### config.mk
export PLATFORM = sky130hd
export DESIGN_NAME = vsd_detector
export DESIGN_NICKNAME = d
export VERILOG_FILES = /design/src/vsd_pkg.sv /design/src/vsd_detector.sv
export SDC_FILE = /design/constraint.sdc
export NUM_CORES = 1
export LEC_CHECK = 0
export BUFFER_PORTS_ARGS = -buffer_cell sky130_fd_sc_hd__buf_2
export CAP_MARGIN = 20
export CORE_UTILIZATION = 46
export DETAILED_ROUTE_END_ITERATION = 10
export SYNTH_ARGS = -nofsm -noshare
export SYNTH_HDL_FRONTEND = slang
export SYNTH_SLANG_ARGS = --single-unit
### constraint.sdc
create_clock -name mclk -period 9.1 [get_ports mclk]
set_clock_uncertainty 0.15 [all_clocks]
set_input_delay 1.365 -clock mclk [delete_from_list [all_inputs] [get_ports mclk]]
set_output_delay 1.365 -clock mclk [all_outputs]
set_load 0.03 [all_outputs]
### src/vsd_pkg.sv
package vsd_pkg;

  // ************************************************************
  // Widths
  // ************************************************************
  localparam int VSD_ADDR_W = 12;
  localparam int VSD_DATA_W = 16;
  localparam int VSD_WORD_W = 10;
  localparam int VSD_PIX_W = 13;
  localparam int VSD_LINE_W = 11;

  // ************************************************************
  // Register offsets
  // ************************************************************
  localparam logic [11:0] VSD_OFS_STATUS = 12'h004;
  localparam logic [11:0] VSD_OFS_ACT_WORDS = 12'h00E;
  localparam logic [11:0] VSD_OFS_TOT_WORDS = 12'h00F;
  localparam logic [11:0] VSD_OFS_TOT_LINES = 12'h010;
  localparam logic [11:0] VSD_OFS_ACT_LINES = 12'h011;
  localparam logic [11:0] VSD_OFS_CONTROL = 12'h01F;

  // ************************************************************
  // Field positions and reset values
  // ************************************************************
  localparam int VSD_STD_LSB = 10;
  localparam int VSD_INT_BIT = 9;
  localparam int VSD_LOCK_BIT = 8;
  localparam int VSD_CTL_RELEARN = 0;
  localparam int VSD_WCNT_FIELD_W = 12;
  localparam int VSD_LCNT_FIELD_W = 11;
  localparam logic [15:0] VSD_RESET_VAL = 16'h0000;
  localparam logic [10:0] VSD_UPDATE_LINE = 11'h00C;
  localparam logic [9:0] VSD_TRS_ONES = 10'h3FF;

  // ************************************************************
  // Embedded timing word flag positions
  // ************************************************************
  localparam int VSD_XYZ_F = 8;
  localparam int VSD_XYZ_V = 7;
  localparam int VSD_XYZ_H = 6;

  // ************************************************************
  // Standard codes
  // ************************************************************
  localparam logic [4:0] VSD_STD_720_60 = 5'h00;
  localparam logic [4:0] VSD_STD_1080I_60 = 5'h0A;
  localparam logic [4:0] VSD_STD_1080P_30 = 5'h0B;
  localparam logic [4:0] VSD_STD_1080I_50 = 5'h0C;
  localparam logic [4:0] VSD_STD_1080P_25 = 5'h0D;
  localparam logic [4:0] VSD_STD_1080P_25E = 5'h0E;
  localparam logic [4:0] VSD_STD_1080F_25E = 5'h0F;
  localparam logic [4:0] VSD_STD_1080P_24 = 5'h10;
  localparam logic [4:0] VSD_STD_1080F_24 = 5'h11;
  localparam logic [4:0] VSD_STD_1080P_24E = 5'h12;
  localparam logic [4:0] VSD_STD_1080F_24E = 5'h13;
  localparam logic [4:0] VSD_STD_1250I_50 = 5'h14;
  localparam logic [4:0] VSD_STD_1035I_60 = 5'h15;
  localparam logic [4:0] VSD_STD_525_487 = 5'h16;
  localparam logic [4:0] VSD_STD_525_507 = 5'h17;
  localparam logic [4:0] VSD_STD_625_576 = 5'h18;
  localparam logic [4:0] VSD_STD_525_487G = 5'h19;
  localparam logic [4:0] VSD_STD_625_GEN = 5'h1A;
  localparam logic [4:0] VSD_STD_525_507G = 5'h1B;
  localparam logic [4:0] VSD_STD_UNK_HD = 5'h1D;
  localparam logic [4:0] VSD_STD_UNK_SD = 5'h1E;

  // ************************************************************
  // Raster figures used for matching
  // ************************************************************
  localparam logic [12:0] VSD_TS_1650 = 13'h0672;
  localparam logic [12:0] VSD_TS_3300 = 13'h0CE4;
  localparam logic [12:0] VSD_TS_1980 = 13'h07BC;
  localparam logic [12:0] VSD_TS_3960 = 13'h0F78;
  localparam logic [12:0] VSD_TS_4125 = 13'h101D;
  localparam logic [12:0] VSD_TS_2200 = 13'h0898;
  localparam logic [12:0] VSD_TS_2640 = 13'h0A50;
  localparam logic [12:0] VSD_TS_2750 = 13'h0ABE;
  localparam logic [12:0] VSD_TS_2376 = 13'h0948;
  localparam logic [12:0] VSD_TS_1716 = 13'h06B4;
  localparam logic [12:0] VSD_TS_1728 = 13'h06C0;
  localparam logic [12:0] VSD_AW_1280 = 13'h0500;
  localparam logic [12:0] VSD_AW_1440 = 13'h05A0;
  localparam logic [12:0] VSD_AW_1920 = 13'h0780;
  localparam logic [12:0] VSD_AW_2304 = 13'h0900;
  localparam logic [12:0] VSD_AW_2400 = 13'h0960;
  localparam logic [12:0] VSD_AW_1728 = 13'h06C0;
  localparam logic [12:0] VSD_AW_2880 = 13'h0B40;
  localparam logic [12:0] VSD_AW_3456 = 13'h0D80;
  localparam logic [12:0] VSD_AW_3600 = 13'h0E10;
  localparam logic [10:0] VSD_AL_540 = 11'h21C;
  localparam logic [10:0] VSD_AL_250 = 11'h0FA;
  localparam logic [10:0] VSD_AL_288 = 11'h120;
  localparam logic [10:0] VSD_SD_MAX_LINES = 11'h271;

  // ************************************************************
  // Types
  // ************************************************************
  typedef enum logic [1:0] {
    VSD_LS_SEARCH,
    VSD_LS_LEARN,
    VSD_LS_LOCKED
  } vsd_lock_state_t;

  typedef struct packed {
    logic wr;
    logic rd;
    logic [11:0] addr;
    logic [15:0] wdata;
  } vsd_bus_req_t;

  typedef struct packed {
    logic h;
    logic v;
    logic f;
  } vsd_timing_t;

  typedef struct packed {
    logic [9:0] w1;
    logic [9:0] w2;
    logic [9:0] w3;
    vsd_timing_t trs;
    vsd_timing_t cur;
    logic line_v;
    logic line_f;
    logic [12:0] word_cnt;
    logic [12:0] act_cnt;
    logic [12:0] ref_words;
    logic [10:0] line_no;
    logic [10:0] act_lines;
    logic [10:0] field_act;
    logic [10:0] frame_lines;
    logic [10:0] ref_lines;
    logic int_seen;
    logic int_frame;
    vsd_lock_state_t lock_state;
    logic [12:0] act_words_out;
    logic [12:0] tot_words_out;
    logic [10:0] tot_lines_out;
    logic [10:0] act_lines_out;
    logic [4:0] std_code;
    logic interlace;
    logic [15:0] rdata;
  } vsd_state_t;

endpackage : vsd_pkg

### src/vsd_detector.sv
// Implementation choice: the strobed register port.
`timescale 1ns/100ps

module vsd_detector
  import vsd_pkg::*;
#(
  parameter int WORD_W = VSD_WORD_W
) (
  input wire logic mclk,
  input wire logic reset,
  input wire logic [WORD_W-1:0] video_word,
  input wire logic ext_h,
  input wire logic ext_v,
  input wire logic ext_f,
  input wire logic timing_source_select,
  input wire logic processing_bypass_n,
  input wire logic pll_locked,
  input wire vsd_bus_req_t bus_req,
  output logic [15:0] bus_rdata,
  output logic [4:0] standard_code,
  output logic interlace_flag,
  output logic flywheel_lock_flag
);

  // ************************************************************
  // Parameter check
  // ************************************************************
  if (WORD_W != VSD_WORD_W) begin : g_bad_width
    $error("vsd_detector: only 10-bit video words are supported");
  end

  // ************************************************************
  // Classification
  // ************************************************************
  function automatic logic [4:0] vsd_classify(
    input logic [12:0] tw,
    input logic [12:0] aw,
    input logic [10:0] tl,
    input logic [10:0] al,
    input logic il
  );
    logic [4:0] c;
    c = (tl > VSD_SD_MAX_LINES) ? VSD_STD_UNK_HD : VSD_STD_UNK_SD;
    if (!il) begin
      // Progressive 720 line family, plain then EM
      if (tw == VSD_TS_1650 && aw == VSD_AW_1280) c = VSD_STD_720_60;
      else if (tw == VSD_TS_1650 && aw == VSD_AW_1440) c = 5'h01;
      else if (tw == VSD_TS_3300 && aw == VSD_AW_1280) c = 5'h02;
      else if (tw == VSD_TS_3300 && aw == VSD_AW_2880) c = 5'h03;
      else if (tw == VSD_TS_1980 && aw == VSD_AW_1280) c = 5'h04;
      else if (tw == VSD_TS_1980 && aw == VSD_AW_1728) c = 5'h05;
      else if (tw == VSD_TS_3960 && aw == VSD_AW_1280) c = 5'h06;
      else if (tw == VSD_TS_3960 && aw == VSD_AW_3456) c = 5'h07;
      else if (tw == VSD_TS_4125 && aw == VSD_AW_1280) c = 5'h08;
      else if (tw == VSD_TS_4125 && aw == VSD_AW_3600) c = 5'h09;
      // Progressive 1080 line family
      else if (tw == VSD_TS_2200 && aw == VSD_AW_1920)
        c = VSD_STD_1080P_30;
      else if (tw == VSD_TS_2640 && aw == VSD_AW_1920)
        c = VSD_STD_1080P_25;
      else if (tw == VSD_TS_2640 && aw == VSD_AW_2304)
        c = VSD_STD_1080P_25E;
      else if (tw == VSD_TS_2750 && aw == VSD_AW_1920)
        c = VSD_STD_1080P_24;
      else if (tw == VSD_TS_2750 && aw == VSD_AW_2400)
        c = VSD_STD_1080P_24E;
    end else begin
      // Interlaced and segmented frame family
      if (tw == VSD_TS_2200 && aw == VSD_AW_1920) begin
        if (al == VSD_AL_540) c = VSD_STD_1080I_60;
        else c = VSD_STD_1035I_60;
      end
      else if (tw == VSD_TS_2640 && aw == VSD_AW_1920)
        c = VSD_STD_1080I_50;
      else if (tw == VSD_TS_2640 && aw == VSD_AW_2304)
        c = VSD_STD_1080F_25E;
      else if (tw == VSD_TS_2750 && aw == VSD_AW_1920)
        c = VSD_STD_1080F_24;
      else if (tw == VSD_TS_2750 && aw == VSD_AW_2400)
        c = VSD_STD_1080F_24E;
      else if (tw == VSD_TS_2376 && aw == VSD_AW_1920)
        c = VSD_STD_1250I_50;
      else if (tw == VSD_TS_1716) begin
        // 525 line: active lines split 487 from 507
        if (al < VSD_AL_250) begin
          c = (aw == VSD_AW_1440) ? VSD_STD_525_487
                                  : VSD_STD_525_487G;
        end else begin
          c = (aw == VSD_AW_1440) ? VSD_STD_525_507
                                  : VSD_STD_525_507G;
        end
      end
      else if (tw == VSD_TS_1728) begin
        c = (aw == VSD_AW_1440 && al == VSD_AL_288) ? VSD_STD_625_576
                                                    : VSD_STD_625_GEN;
      end
    end
    return c;
  endfunction : vsd_classify

  function automatic logic [12:0] vsd_inc13(input logic [12:0] x);
    return (x == 13'h1FFF) ? x : x + 13'h0001;
  endfunction : vsd_inc13

  function automatic logic [10:0] vsd_inc11(input logic [10:0] x);
    return (x == 11'h7FF) ? x : x + 11'h001;
  endfunction : vsd_inc11

  // ************************************************************
  // State
  // ************************************************************
  vsd_state_t state_reg;
  vsd_state_t state_next;

  logic trs_found;
  logic force_zero;
  logic relearn;
  logic line_start;
  logic frame_start;
  logic field_end;
  logic mismatch;
  vsd_timing_t sel;

  always_comb begin
    state_next = state_reg;
    // Embedded timing word search, 8-bit or 10-bit words
    trs_found = (state_reg.w3[9:2] == VSD_TRS_ONES[9:2])
      && (state_reg.w2[9:2] == 8'h00)
      && (state_reg.w1[9:2] == 8'h00);
    force_zero = !processing_bypass_n || !pll_locked;
    relearn = bus_req.wr && (bus_req.addr == VSD_OFS_CONTROL)
      && bus_req.wdata[VSD_CTL_RELEARN];
    state_next.w3 = state_reg.w2;
    state_next.w2 = state_reg.w1;
    state_next.w1 = video_word;
    if (trs_found) begin
      state_next.trs.h = video_word[VSD_XYZ_H];
      state_next.trs.v = video_word[VSD_XYZ_V];
      state_next.trs.f = video_word[VSD_XYZ_F];
    end

    // Timing source select
    if (timing_source_select) begin
      sel = state_next.trs;
    end else begin
      sel.h = ext_h;
      sel.v = ext_v;
      sel.f = ext_f;
    end
    state_next.cur = sel;

    // A line starts where horizontal blanking begins
    line_start = sel.h && !state_reg.cur.h;
    frame_start = line_start && sel.v && !sel.f
      && (!state_reg.line_v || state_reg.line_f);
    field_end = line_start && sel.v && !state_reg.line_v;
    mismatch = 1'b0;

    // Word counting
    if (line_start) begin
      state_next.word_cnt = 13'h0001;
      state_next.act_cnt = 13'h0000;
    end else begin
      state_next.word_cnt = vsd_inc13(state_reg.word_cnt);
      if (!sel.h && !sel.v) begin
        state_next.act_cnt = vsd_inc13(state_reg.act_cnt);
      end else if (!sel.h) begin
        state_next.act_cnt = vsd_inc13(state_reg.act_cnt);
      end
    end

    // Line and field counting
    if (line_start) begin
      state_next.line_v = sel.v;
      state_next.line_f = sel.f;
      if (sel.f) begin
        state_next.int_seen = 1'b1;
      end
      if (field_end) begin
        state_next.field_act = state_reg.act_lines;
        state_next.act_lines = 11'h000;
      end else if (!sel.v) begin
        state_next.act_lines = vsd_inc11(state_reg.act_lines);
      end
      if (frame_start) begin
        state_next.line_no = 11'h001;
        state_next.frame_lines = state_reg.line_no;
        state_next.int_frame = state_reg.int_seen || sel.f;
        state_next.int_seen = 1'b0;
      end else begin
        state_next.line_no = vsd_inc11(state_reg.line_no);
      end
      if (state_reg.lock_state == VSD_LS_LOCKED
          && state_reg.word_cnt != state_reg.ref_words) begin
        mismatch = 1'b1;
      end
    end

    // Flywheel lock sequence
    case (state_reg.lock_state)
      VSD_LS_SEARCH: begin
        if (frame_start) begin
          state_next.lock_state = VSD_LS_LEARN;
        end
      end
      VSD_LS_LEARN: begin
        if (line_start) begin
          state_next.ref_words = state_reg.word_cnt;
        end
        if (frame_start) begin
          // Whole frame seen between two frame starts
          state_next.ref_lines = state_reg.line_no;
          state_next.lock_state = VSD_LS_LOCKED;
        end
      end
      VSD_LS_LOCKED: begin
        if (mismatch
            || (frame_start && state_reg.line_no != state_reg.ref_lines))
        begin
          state_next.lock_state = VSD_LS_SEARCH;
        end
      end
      default: begin
        state_next.lock_state = VSD_LS_SEARCH;
      end
    endcase
    if (relearn) begin
      state_next.lock_state = VSD_LS_SEARCH;
    end

    // Once-per-frame publication at the end of line 12
    if (line_start && state_reg.line_no == VSD_UPDATE_LINE
        && state_reg.lock_state != VSD_LS_SEARCH) begin
      state_next.act_words_out = state_reg.act_cnt;
      state_next.tot_words_out = state_reg.word_cnt;
      state_next.tot_lines_out = state_reg.frame_lines;
      state_next.act_lines_out = state_reg.field_act;
      state_next.std_code = vsd_classify(state_reg.word_cnt,
        state_reg.act_cnt, state_reg.frame_lines, state_reg.field_act,
        state_reg.int_frame);
      state_next.interlace = state_reg.int_frame;
    end
    if (force_zero) begin
      state_next.std_code = 5'h00;
      state_next.interlace = 1'b0;
    end

    // Register read port, data one cycle after the strobe
    state_next.rdata = VSD_RESET_VAL;
    if (bus_req.rd) begin
      if (bus_req.addr == VSD_OFS_STATUS) begin
        state_next.rdata[VSD_STD_LSB +: 5] = state_reg.std_code;
        state_next.rdata[VSD_INT_BIT] = state_reg.interlace;
        state_next.rdata[VSD_LOCK_BIT] =
          (state_reg.lock_state == VSD_LS_LOCKED);
      end else if (bus_req.addr == VSD_OFS_ACT_WORDS) begin
        state_next.rdata[VSD_WCNT_FIELD_W-1:0] =
          state_reg.act_words_out[VSD_WCNT_FIELD_W-1:0];
      end else if (bus_req.addr == VSD_OFS_TOT_WORDS) begin
        state_next.rdata[VSD_WCNT_FIELD_W-1:0] =
          state_reg.tot_words_out[VSD_WCNT_FIELD_W-1:0];
      end else if (bus_req.addr == VSD_OFS_TOT_LINES) begin
        state_next.rdata[VSD_LCNT_FIELD_W-1:0] =
          state_reg.tot_lines_out;
      end else if (bus_req.addr == VSD_OFS_ACT_LINES) begin
        state_next.rdata[VSD_LCNT_FIELD_W-1:0] =
          state_reg.act_lines_out;
      end else begin
        state_next.rdata = VSD_RESET_VAL;
      end
    end
  end

  // ************************************************************
  // State register
  // ************************************************************
  // Lock state only moves on clock edges or async reset, so it holds if mclk stops outside reset
  always_ff @(posedge mclk or posedge reset) begin
    if (reset) begin
      state_reg <= '0;
      state_reg.lock_state <= VSD_LS_SEARCH;
    end else begin
      state_reg <= state_next;
    end
  end

  // ************************************************************
  // Outputs
  // ************************************************************
  assign bus_rdata = state_reg.rdata;
  assign standard_code = state_reg.std_code;
  assign interlace_flag = state_reg.interlace;
  assign flywheel_lock_flag = (state_reg.lock_state == VSD_LS_LOCKED);

endmodule : vsd_detector

==> flow_summary.toml <==
[clock_network]
cts_buffers = 17
hold_buffers = 0
post-cts-setup-buffer-count = 0
clk_latency_ns = 0.43
clockBufferDepth = 2
htree_levels = 4
cts_tree = "yes"
cts_root_buf = "clkbuf_16"
path_clk_slew_ns = 0.08
clkSinkCount = 195
ctsResizeCount = 0

[timing]
setup_violations = 0
worst_pin_slew_ns = 0.992
min_period_over_period_pct = 42.0
rsz0062_at_grt = "false"
finalCriticalPeriod_ns = 3.82
max_clock_freq_mhz = 262
setup_ws_ns = 5.28
finalHoldViolCount = 0
setup_tns_ns = 0
relSlewSlack_pct = 33.4
slew_viol_final = 0

[layout]
stdcell_area_um2 = 10500
layout.nets = 947
final_cell_mix = "195 x dfrtp_1, 77 x mux2_2, 72 x nand2_1"
syn2layout_area_growth_pct = 9.69
largest_reg_flops = 158
post-route-util_pct = 51.7
drive_gt1_share_pct = 22.3
final_common_cell = "dfrtp_1"
diodes = 0
n_fill_cell = 1835

[setup_path]
arrival_ns = 3.99
path_max_fanout = 23
critPathLaunchType = "flip-flop"
critPathKind = "flip-flop to flip-flop"
regToRegSetupSlack_ns = 5.28
cp-end-kind = "flip-flop"
worstPathRequired_ns = 9.26
crit_path_start = "state_next[182]"
r2r-start = "state_next[182]"

[logic_synthesis]
synthArstFlopShare_pct = 100
ys.flop_type = "dfrtp_1"
ys_ff_latch = 195
synth_area_leaders = "dfrtp_1 51%, mux2_2 9.0%, nand2_1 2.8%"
ys_seq_area_share_pct = 50.9
ys_warn_count = 0
synth_top_area_cell = "dfrtp_1"
syn_inst = 880
synth_cell_type_count = 69
syn_area_per_cell_um2 = 10.9
syn_nets = 937
syn-cell-area_um2 = 9590
synth-edff-count = 0
synth_top_area_share_pct = 50.9

[global_route]
grt_max_degree = 120
grt_usage_pct = 21.5
grt-ovfl-total = 0
antenna_found_initial = 0
grt_pass1_wl_mm = 35.8
grt_pass1_vias = 6501

[worst_hold_path]
hp-start = "state_next[185]"
hold_class = "flip-flop to flip-flop"

[routing]
drt_iter0_drc = 457
viasPerCell = 5.71
drc_errors = 0
ant_nets = 0
wl_per_cell_um = 18.6
routed_wl_mm = 21.8
vias = 6702
first_pass_iters = 5

[placed_design]
hpwl_mm = 15.0
place_ws_ns = 4.95
dpl_cell_area_um2 = 9920
portBuffers = 52
place_congestion = 0.875

[status]
outcome = "complete, no violations"

[power]
powerDensity_nw_per_um2 = 205
cellLeakagePower_nw = 4.82
power_mw = 2.16
ir_drop_v = 0.000124

[floorplanning]
dieArea_um2 = 21400
dieHeight_um = 146
placementRows = 52
io_pins = 71
die_width_um = 146
start_util_pct = 47.1
core_area_um2 = 20400

[run]
drv_cap = 0
-- kinds of logic (layout without fill, tap and decap cells) --
kind of cell               count (synthesis)  after routing  synth area share [%]
AOI/OAI and AO/OA                        106            106                  7.79
other                                      1              1                0.0391
DFF                                      195            195                  50.9
adders and majority gates                  9              9                  1.17
and+or+nand+nor                          341            341                  20.0
xor gates and xnor gates                  55             55                  5.02
buffers and inverters                     83            106                  4.26
muxes                                     90             90                  10.9
-- power breakdown --
group / total (mW) / internal (mW) / leakage [nW] / switching, mW
clock network: 0.759 / 0.401 / 0.298 / 0.358
logic: 0.316 / 0.154 / 1.92 / 0.162
registers: 1.09 / 0.957 / 2.61 / 0.131
-- synthesized netlist by cell type, types with 4 or more instances --
cell	number
dfrtp_1	195
mux2_2	77
nand2_1	72
nor2_1	57
nand4_1	39
clkbuf_1	35
nand3_1	29
xor2_1	29
xnor2_1	26
o21ai_0	24
and3_1	21
buf_4	21
a21oi_1	20
nor3_1	16
or3_1	14
inv_1	13
nor2b_1	13
buf_2	9
ha_1	9
mux2_4	9
nor4_1	9
and2_1	8
and4_1	8
nor3b_1	8
nor4bb_1	7
a222oi_1	6
a22oi_1	6
nand2b_1	6
a21boi_0	5
a221oi_1	5
a22o_1	5
nand4b_1	5
nor4b_1	5
or4_1	5
buf_1	4
mux2i_1	4
or2_2	4
-- critical path, stage by stage, from the launching register on --
cell and delay, ns:
dfrtp_1 0.38, or4_1 0.57, nor4_4 0.46, mux2i_1 0.13, buf_4 0.19, a21o_1 0.36, nor4_4 0.33, buf_4 0.30
nand3b_2 0.41, mux2_4 0.42
-- through the flow --
stage	std cells	hold slack, ns
2_1_floorplan	880	0.195
3_3_place_gp	1141	0.201
3_5_place_dp	1141	0.207
4_1_cts	1173	0.224
5_1_grt	1173	0.233
6_report	1173	0.222
-- cell type report --
| class | count | area [um2] | area share, % |
|---|---|---|---|
| multi-input combinational | 602 | 4320 | 41.1 |
| clock inverter | 14 | 163 | 1.55 |
| sequential | 195 | 4880 | 46.4 |
| clock buffer | 18 | 439 | 4.17 |
| timing repair buffer | 61 | 328 | 3.11 |
| tap | 270 | 338 | 3.21 |
| inverter | 13 | 56.3 | 0.535 |
-- final timing paths --
| path | endpoint | depth (start not counted) |
|---|---|---|
| setup / recovery | state_reg[76] | 9 |
| hold / removal | state_reg[185] | 0 |
| setup reg to reg | state_reg[76] | 9 |
| hold reg to reg | state_reg[185] | 0 |
| max in group asynchronous | state_reg[147] | 3 |
| min in group asynchronous | state_reg[181] | 2 |
-- metal layers --
layer  wire length, um  part of all wire [%]  up-vias  global-route usage, %
met2             10300                    48      153                   34.1
met4               312                   1.4        0                   6.25
met5                 0                     0        -                      0
met1             10200                    47     3344                   29.6
met3               869                   4.0       18                   4.56
li1                  -                     -     3187                      -
Note: power is estimated with default switching activity, not from simulation.
